===== src/motor_err_pkg.sv =====
// Contract
// - Reverse command E0/60 plus magnitude byte
// - Zero magnitude sets awaiting flag, motor off
// - Nonzero clears awaiting; serial mode loads target
// - Analog/frequency feedback: 2048 minus 16*magnitude
// - No feedback: 2048 minus magnitude*600/127
// - Reports send low byte then high byte
// - Awaiting flag blocks drive, set at power-up in serial input mode only
// - Host attached, no supply raises bit 1
// - Driver fault raises bit 2, toggle recovery
// - Pulse input: four good pulses, 120 ms timeout
// - Input out of limits raises bit 4
// - Feedback out of limits raises bit 5
// - Current over limit raises bit 6
// - Missing stop bit raises bit 7
// - Overrun bit 8, buffer full bit 9
// - CRC mismatch discards packet, bit 10
// - Malformed packet raises bit 11
// - Serial timeout raises bit 12
// - Bits 13 to 15 read zero
// - Halting report returns enabled, clears but awaiting
// - Halting error other than awaiting lights red lamp, fault high
// - Occurred report returns record, then resets it
// - Addressed packet AA, device number, command
// - Motor-off FF sets awaiting flag
package motor_err_pkg;
  // Command bytes, compact framing
  localparam logic [7:0] CMD_ADDR = 8'hAA;
  localparam logic [7:0] CMD_REV_LOW = 8'hE0;
  localparam logic [7:0] CMD_OFF = 8'hFF;
  localparam logic [7:0] CMD_GET_HALT = 8'hB3;
  localparam logic [7:0] CMD_GET_OCC = 8'hB5;
  localparam logic [7:0] CMD_MSB = 8'h80;
  // Target arithmetic
  localparam logic [11:0] TARGET_MID = 12'h800;
  localparam int SPEED_SPAN = 600;
  localparam int MAG_MAX = 127;
  // Flag positions
  localparam int F_AWAIT = 0;
  localparam int F_NOPWR = 1;
  localparam int F_DRV = 2;
  localparam int F_INVAL = 3;
  localparam int F_INDISC = 4;
  localparam int F_FBDISC = 5;
  localparam int F_CURR = 6;
  localparam int F_FRAME = 7;
  localparam int F_OVR = 8;
  localparam int F_BUFF = 9;
  localparam int F_CRC = 10;
  localparam int F_PROTO = 11;
  localparam int F_TMO = 12;
  localparam logic [15:0] FLAG_USED = 16'h1FFF;
  // Input and feedback modes
  localparam logic [1:0] IN_SERIAL = 2'h0;
  localparam logic [1:0] IN_PULSE = 2'h2;
  localparam logic [1:0] FB_NONE = 2'h0;
  // Timing
  localparam int CLK_HZ = 200000000;
  localparam int INVALID_MS = 120;
  localparam int INVALID_CYC = CLK_HZ / 1000 * INVALID_MS;
  localparam int GOOD_PULSES = 4;
  localparam int RECOVER_CYC = 16;
endpackage : motor_err_pkg


===== src/motor_err_core.sv =====
`timescale 1ns/10ps
module motor_err_core
  import motor_err_pkg::*;
#(
  parameter int INVALID_CYCLES = INVALID_CYC,
  parameter logic [6:0] DEVICE_NUMBER = 7'h0B
) (
  // Clock and reset
  input wire logic I_CLK,
  input wire logic I_NRST,
  // Received packet bytes from the UART
  input wire logic i_rx_valid,
  input wire logic [7:0] i_rx_data,
  input wire logic i_rx_frame_err,
  input wire logic i_rx_overrun,
  input wire logic i_rx_buf_full,
  // CRC check on the finished packet
  input wire logic i_crc_en,
  input wire logic i_crc_ok,
  // Configuration
  input wire logic [1:0] i_input_mode,
  input wire logic [1:0] i_feedback_mode,
  input wire logic [15:0] i_err_enable,
  // Asynchronous fault pins
  input wire logic i_host_attached,
  input wire logic i_motor_supply_input,
  input wire logic i_driver_fault,
  // Same-domain condition strobes
  input wire logic i_pulse_good,
  input wire logic i_pulse_bad,
  input wire logic i_input_out_of_range,
  input wire logic i_feedback_out_of_range,
  input wire logic i_current_over,
  input wire logic i_serial_timeout,
  // Transmit side
  input wire logic i_tx_ready,
  output logic o_tx_valid,
  output logic [7:0] o_tx_data,
  // Motor control outputs
  output logic [11:0] o_target,
  output logic o_target_load,
  output logic o_drive_enable,
  output logic o_driver_reset,
  output logic o_red_led,
  output logic o_fault
);
  // Elaboration check; a zero limit would flag stale input at once
  if (INVALID_CYCLES < 1) begin : g_bad_limit
    $error("INVALID_CYCLES must be positive");
  end

  // Pin synchronisers
  logic [2:0] sync1;
  logic [2:0] sync2;
  always_ff @(posedge I_CLK or negedge I_NRST) begin
    if (!I_NRST) begin
      sync1 <= 3'h0;
      sync2 <= 3'h0;
    end else begin
      sync1 <= {i_driver_fault, i_motor_supply_input, i_host_attached};
      sync2 <= sync1;
    end
  end
  wire host_on = sync2[0];
  wire supply_on = sync2[1];
  wire drv_fault = sync2[2];

  // Packet parser states
  typedef enum logic [2:0] {S_IDLE, S_DEVNUM, S_ADDRCMD, S_DATA, S_CRC, S_SKIP} parse_e;
  parse_e state;
  logic [7:0] cmd; // Compact command held with top bit set
  logic [7:0] mag; // Held magnitude byte
  logic powered; // Power-up awaiting seed done

  // Byte classification
  wire is_cmd = i_rx_data[7];
  wire [7:0] as_cmd = i_rx_data | CMD_MSB;
  wire known = (as_cmd == CMD_REV_LOW) || (as_cmd == CMD_OFF)
    || (as_cmd == CMD_GET_HALT) || (as_cmd == CMD_GET_OCC);
  wire needs_data = (as_cmd == CMD_REV_LOW);
  wire new_cmd = i_rx_valid && is_cmd;
  // A command byte mid-packet aborts the old one
  wire interrupted = new_cmd && (state != S_IDLE) && (state != S_SKIP);
  wire bad_cmd_byte = i_rx_valid && (state == S_ADDRCMD) && !known;
  wire bad_compact = new_cmd && (i_rx_data != CMD_ADDR) && !known;
  wire stray_data = i_rx_valid && !is_cmd && (state == S_IDLE);
  wire proto_err = interrupted || bad_cmd_byte || bad_compact || stray_data;

  // Packet completion before CRC
  wire body_done = i_rx_valid && !is_cmd && (
    (state == S_DATA) ||
    (state == S_ADDRCMD && known && !needs_data)) ||
    (new_cmd && known && !needs_data);
  wire crc_done = i_rx_valid && !is_cmd && (state == S_CRC);
  // A fresh command byte wins over the one held from a cut packet
  wire [7:0] done_cmd = new_cmd ? i_rx_data :
    ((state == S_DATA || state == S_CRC) ? cmd : as_cmd);
  wire [7:0] done_mag = (state == S_DATA) ? i_rx_data : mag;
  wire exec = i_crc_en ? (crc_done && i_crc_ok) : body_done;
  wire crc_err = crc_done && !i_crc_ok;

  // Parser registers
  always_ff @(posedge I_CLK or negedge I_NRST) begin
    if (!I_NRST) begin
      state <= S_IDLE;
      cmd <= 8'h00;
      mag <= 8'h00;
    end else if (i_rx_valid) begin
      unique case (state)
        S_IDLE, S_SKIP, S_DEVNUM, S_ADDRCMD, S_DATA, S_CRC: begin
          if (new_cmd) begin
            cmd <= i_rx_data;
            if (i_rx_data == CMD_ADDR) state <= S_DEVNUM;
            else if (!known) state <= S_IDLE;
            else if (needs_data) state <= S_DATA;
            else state <= i_crc_en ? S_CRC : S_IDLE;
          end else if (state == S_DEVNUM) begin
            // Other device numbers are skipped silently
            state <= (i_rx_data[6:0] == DEVICE_NUMBER) ? S_ADDRCMD : S_SKIP;
          end else if (state == S_ADDRCMD) begin
            cmd <= as_cmd;
            if (!known) state <= S_IDLE;
            else if (needs_data) state <= S_DATA;
            else state <= i_crc_en ? S_CRC : S_IDLE;
          end else if (state == S_DATA) begin
            mag <= i_rx_data;
            state <= i_crc_en ? S_CRC : S_IDLE;
          end else if (state == S_CRC) begin
            state <= S_IDLE;
          end
        end
      endcase
    end
  end

  // Decoded execution strobes
  wire do_rev = exec && (done_cmd == CMD_REV_LOW);
  wire do_off = exec && (done_cmd == CMD_OFF);
  wire do_halt = exec && (done_cmd == CMD_GET_HALT);
  wire do_occ = exec && (done_cmd == CMD_GET_OCC);
  wire [6:0] m7 = done_mag[6:0];
  wire rev_zero = do_rev && (m7 == 7'h00);
  wire rev_go = do_rev && (m7 != 7'h00);

  // Reverse target arithmetic
  wire [11:0] step16 = {1'b0, m7, 4'h0};
  wire [19:0] scaled = 20'(m7) * 20'(SPEED_SPAN) / 20'(MAG_MAX);
  wire [11:0] rev_target = (i_feedback_mode == FB_NONE) ?
    (TARGET_MID - scaled[11:0]) : (TARGET_MID - step16);

  // Pulse input qualification
  logic [2:0] good_run;
  logic [31:0] since_update;
  wire pulse_mode = (i_input_mode == IN_PULSE);
  wire pulse_update = pulse_mode && i_pulse_good && (good_run >= 3'(GOOD_PULSES - 1));
  wire input_invalid = pulse_mode && (since_update >= 32'(INVALID_CYCLES));
  always_ff @(posedge I_CLK or negedge I_NRST) begin
    if (!I_NRST) begin
      good_run <= 3'h0;
      since_update <= 32'h0;
    end else begin
      if (i_pulse_bad) good_run <= 3'h0;
      else if (i_pulse_good && good_run < 3'(GOOD_PULSES - 1)) good_run <= good_run + 3'h1;
      if (!pulse_mode || pulse_update) since_update <= 32'h0;
      else if (!input_invalid) since_update <= since_update + 32'h1;
    end
  end

  // Event vector from every source but the awaiting flag
  logic [15:0] events;
  always_comb begin
    events = 16'h0000;
    events[F_NOPWR] = host_on && !supply_on;
    events[F_DRV] = drv_fault || (host_on && !supply_on);
    events[F_INVAL] = input_invalid;
    events[F_INDISC] = i_input_out_of_range;
    events[F_FBDISC] = i_feedback_out_of_range;
    events[F_CURR] = i_current_over;
    events[F_FRAME] = i_rx_valid && i_rx_frame_err;
    events[F_OVR] = i_rx_overrun;
    events[F_BUFF] = i_rx_buf_full;
    events[F_CRC] = crc_err;
    events[F_PROTO] = proto_err;
    events[F_TMO] = i_serial_timeout;
  end

  // Flag words
  logic awaiting;
  logic [15:0] halt_latch;
  logic [15:0] occurred;
  // Power-up seed only in serial input mode, so the record stays clean otherwise
  wire await_set = rev_zero || do_off || (!powered && (i_input_mode == IN_SERIAL));
  wire await_clr = rev_go;
  wire next_awaiting = await_set ? 1'b1 : (await_clr ? 1'b0 : awaiting);
  wire [15:0] await_vec = {15'h0, next_awaiting};
  wire [15:0] halt_view = ({halt_latch[15:1], awaiting}) & i_err_enable & FLAG_USED;
  wire [15:0] occ_view = occurred & FLAG_USED;
  // Set wins over clear in both words
  wire [15:0] next_halt = (do_halt ? 16'h0000 : halt_latch) | events;
  wire [15:0] next_occ = (do_occ ? 16'h0000 : occurred) | events | await_vec;
  always_ff @(posedge I_CLK or negedge I_NRST) begin
    if (!I_NRST) begin
      powered <= 1'b0;
      awaiting <= 1'b0;
      halt_latch <= 16'h0000;
      occurred <= 16'h0000;
    end else begin
      // Seed and commands both arrive through next_awaiting
      powered <= 1'b1;
      awaiting <= next_awaiting;
      halt_latch <= next_halt;
      occurred <= next_occ;
    end
  end

  // Target load
  always_ff @(posedge I_CLK or negedge I_NRST) begin
    if (!I_NRST) begin
      o_target <= TARGET_MID;
      o_target_load <= 1'b0;
    end else begin
      o_target_load <= rev_go && (i_input_mode == IN_SERIAL);
      if (rev_go && i_input_mode == IN_SERIAL) o_target <= rev_target;
    end
  end

  // Two-byte response, low byte first
  logic [7:0] tx_hi;
  logic tx_second;
  wire start_resp = do_halt || do_occ;
  wire [15:0] resp_word = do_halt ? halt_view : occ_view;
  always_ff @(posedge I_CLK or negedge I_NRST) begin
    if (!I_NRST) begin
      o_tx_valid <= 1'b0;
      o_tx_data <= 8'h00;
      tx_hi <= 8'h00;
      tx_second <= 1'b0;
    end else if (start_resp) begin
      // A new request restarts the reply
      o_tx_valid <= 1'b1;
      o_tx_data <= resp_word[7:0];
      tx_hi <= resp_word[15:8];
      tx_second <= 1'b1;
    end else if (o_tx_valid && i_tx_ready) begin
      o_tx_valid <= tx_second;
      o_tx_data <= tx_hi;
      tx_second <= 1'b0;
    end
  end

  // Driver recovery pulse
  logic [4:0] recover;
  always_ff @(posedge I_CLK or negedge I_NRST) begin
    if (!I_NRST) begin
      recover <= 5'h00;
    end else if (drv_fault && recover == 5'h00) begin
      recover <= 5'(RECOVER_CYC);
    end else if (recover != 5'h00) begin
      recover <= recover - 5'h01;
    end
  end

  // Motor gating and indicators
  wire halting_other = |(halt_view[15:1]);
  always_ff @(posedge I_CLK or negedge I_NRST) begin
    if (!I_NRST) begin
      o_drive_enable <= 1'b0;
      o_driver_reset <= 1'b0;
      o_red_led <= 1'b0;
      o_fault <= 1'b0;
    end else begin
      o_drive_enable <= !awaiting && !halting_other;
      o_driver_reset <= (recover != 5'h00);
      o_red_led <= halting_other;
      o_fault <= halting_other;
    end
  end
endmodule : motor_err_core


===== config.mk =====
export PLATFORM = sky130hd
export DESIGN_NAME = motor_err_core
export DESIGN_NICKNAME = d
export VERILOG_FILES = /design/src/motor_err_pkg.sv /design/src/motor_err_core.sv
export SDC_FILE = /design/constraint.sdc
export NUM_CORES = 1
export LEC_CHECK = 0
export BUFFER_PORTS_ARGS = -buffer_cell sky130_fd_sc_hd__buf_2
export CORE_MARGIN = 8
export CORE_UTILIZATION = 57
export CTS_BUF_LIST = sky130_fd_sc_hd__clkbuf_8
export CTS_CLUSTER_DIAMETER = 50
export CTS_CLUSTER_SIZE = 30
export DETAILED_ROUTE_END_ITERATION = 12
export PLACE_DENSITY = 0.76
export SYNTH_ARGS = -nofsm -noshare
export SYNTH_HDL_FRONTEND = slang
export SYNTH_SLANG_ARGS = --single-unit

===== constraint.sdc =====
create_clock -name I_CLK -period 27.1 [get_ports I_CLK]
set_clock_uncertainty 0.2 [all_clocks]
set_input_delay 1.355 -clock I_CLK [delete_from_list [all_inputs] [get_ports I_CLK]]
set_output_delay 1.355 -clock I_CLK [all_outputs]
set_load 0.02 [all_outputs]

==> out/qor.txt <==
Reg2reg path depth -> 40
Leak Pwr -> 4.60 nW
Clock-pin slew on the worst setup and hold paths -> 80 ps
Nets -> 1155
# diodes -> 0
Core Area -> 0.0152 sq mm
Synth async-reset ratio -> 1.00
Tot Pwr -> 0.00139 W
Hold Violations, Final -> 0
Post-route DRC -> 0
Commonest non-fill, non-tap cell in the layout -> nand2_1
Fmax -> 0.0839 GHz
CTS tree -> done
Primary FF master, synth -> dfrtp_1
CP Capture Type -> flop
Vias in the first global route -> 7396
GRT Total Usage -> 0.208
Max Slew Vio Count -> 0
Pwr/cell area -> 142 mW/mm^2
Max FO, Critical Path -> 14
Post-synthesis mux area share -> 0.0527
Slowest stage delay, CP -> 660 ps
Peak VDD IR -> 0.140 mV
Unrepaired setup endpoints after global routing -> false
Worst path required time -> 27250 ps
Skew-Pair Late Insertion Delay -> 450 ps
Worst path arrival time -> 12080 ps
First-pass GRT wire length -> 34800 um
Syn. warnings -> 0
Routed wire per std cell -> 15.8 um
Largest net degree at the start of global routing -> 85
Post-layout min period -> 11930 ps
Highest-count cells in the layout ignoring fill and taps -> 122 x nand2_1, 121 x dfrtp_1, 78 x nor2_1
Hold path cells -> 0
Post-synth EDFFs -> 0
Main combinational cell family by area after synthesis -> simple AND/OR/NAND/NOR gates
Port bufs -> 68
Tightest Hold Check Type -> reg -> reg
Placed wire-length estimate -> 14900 um
# rows -> 45
CP most frequent cell -> ha_1
Final WS setup -> 15170 ps
Setup total negative slack -> 0 ps
Post-synthesis xor/xnor area fraction -> 0.0560
Initial antenna violation count -> 0
Die X -> 141 um
Flops & latches, synth -> 122
Layout cell share with drive strength beyond 1 -> 0.154
Vias after detailed routing -> 7678
Clk buf depth -> 2
Mapped Cells -> 1002
Compound-Gate Fraction of Synth Area -> 0.220
Depth of the CTS H-tree -> 4
Syn_nets -> 1097
Area growth syn-to-layout -> 10.2%
Post-Synth Adder-Cell Area -> 0.0733
Filler cell count -> 1296
Gr ovfl total -> 0
TritonCTS Buffers -> 17
Die Y -> 141 um
Resized Gates After CTS -> 0
Vias per inst -> 6.09
Initial core utilization -> 0.584
Detailed-router iteration count before antenna repair -> 4
ANT nets after route -> 0
Outcome -> finished clean
Routability cong. -> 0.877
Setup WS pre-CTS -> 14910 ps
DP Cell Count -> 1229
Cell Area, Synth -> 0.00887 sq mm
Die area -> 0.0198 sq mm
Post-CTS setup buffers -> 0
Synth cell types -> 99
CTS Hold Bufs -> 0
DRT Wirelength -> 20000 um
Critical Path Slowest Stage Cell -> or4_1
Worst setup SP type -> flop
Critical path class -> reg -> reg
MaxCap Viol Count -> 0
Fin cells -> 1261
Root buf cell -> clkbuf_8
Clock net sink count -> 122
# IOs -> 72
Final setup viols -> 0
Post-synthesis sequential area ratio -> 0.344
Drt initial violations -> 486
Measured slew at the worst slew-check pin -> 1050 ps
Tcrit/Tclk final -> 0.440
Post-Synth Simple-Gate Area -> 0.224
Syn Area/Cell -> 8.86 sq um
Slew margin rel. -> 0.296
[cells by family after synthesis]
logic type	Yosys count
xor gates and xnor gates	55
DFF	122
muxes	43
adders and majority gates	49
buffers and inverters	67
AOI/OAI and AO/OA	275
other	1
and+or+nand+nor	390
[critical path: cells and delay by family, from the launching register on]
family / cells / cell delay, ps
flip-flops: 1 / 580
AO/OA/AOI/OAI: 16 / 3990
buffers and inverters: 1 / 230
AND/OR/NAND/NOR: 13 / 3650
multiplexers: 1 / 480
XOR/XNOR: 2 / 340
adder cells (fa/ha/maj): 7 / 2330
[per-layer routing]
layer | up-vias | part of all wire | wire [um] | GRT usage
met3 | 27 | 0.047 | 938 | 0.0392
met5 | - | 0 | 0 | 0
met4 | 0 | 0.016 | 324 | 0.0707
li1 | 3777 | - | - | -
met1 | 3717 | 0.47 | 9360 | 0.272
met2 | 157 | 0.47 | 9360 | 0.340
[through the flow]
step           area [sq um]  hold slack (ps)  utilization
6_report               9780              150        0.643
5_1_grt                9780              169        0.643
4_1_cts                9780              149        0.643
3_5_place_dp           9350              135        0.615
3_3_place_gp           9350              131        0.615
2_1_floorplan          8870              131            -
[cells in the mapped netlist, types with 26 or more instances]
| library cell | number | share of area |
|---|---|---|
| nand2_1 | 122 | 0.052 |
| dfrtp_1 | 121 | 0.34 |
| nor2_1 | 78 | 0.033 |
| a21oi_1 | 61 | 0.034 |
| o21ai_0 | 51 | 0.029 |
| ha_1 | 44 | 0.062 |
| inv_1 | 34 | 0.014 |
| nand3_1 | 33 | 0.019 |
| a21o_1 | 32 | 0.027 |
| mux2i_1 | 28 | 0.032 |
| clkbuf_1 | 27 | 0.011 |
| xnor2_1 | 27 | 0.027 |
| nor3_1 | 26 | 0.015 |
| xor2_1 | 26 | 0.026 |
[registers in the layout (all words and copies together) (netlist names)]
register and flops:
awaiting 1, cmd 8, good_run 3, halt_latch 12
mag 7, o_drive_enable 1, o_driver_reset 1, o_fault 1
o_target 12, o_target_load 1, o_tx_data 8, o_tx_valid 1
occurred 13, powered 1, recover 5, since_update 32
state 3, sync1 3, sync2 3, tx_hi 5
tx_second 1
[worst paths after layout]
path / from / endpoint / slack [ps]
setup / recovery: state[0] / o_target[10] / 15170
setup reg to reg: state[0] / o_target[10] / 15170
max in group asynchronous: I_NRST / o_target[9] / 24620
hold / removal: sync1[0] / sync2[0] / 150
min in group asynchronous: I_NRST / state[0] / 660
hold reg to reg: sync1[0] / sync2[0] / 150
[final cells by class]
| class | instances | area [sq um] | share of cell area |
|---|---|---|---|
| timing repair buffer | 72 | 373 | 0.0381 |
| tap | 188 | 235 | 0.0240 |
| inverter | 34 | 128 | 0.0130 |
| sequential | 122 | 3050 | 0.312 |
| clock inverter | 15 | 199 | 0.0203 |
| multi-input combinational | 813 | 5560 | 0.568 |
| clock buffer | 17 | 234 | 0.0239 |
[power breakdown]
group / switching [W] / internal, W / leakage [nW] / total, W
combinational: 0.000618 / 0.000386 / 2.87 / 0.00100
sequential: 0.0000111 / 0.000197 / 1.51 / 0.000208
clock: 0.0000754 / 0.000100 / 0.216 / 0.000176
No activity file was read; power rests on OpenSTA's default activity.
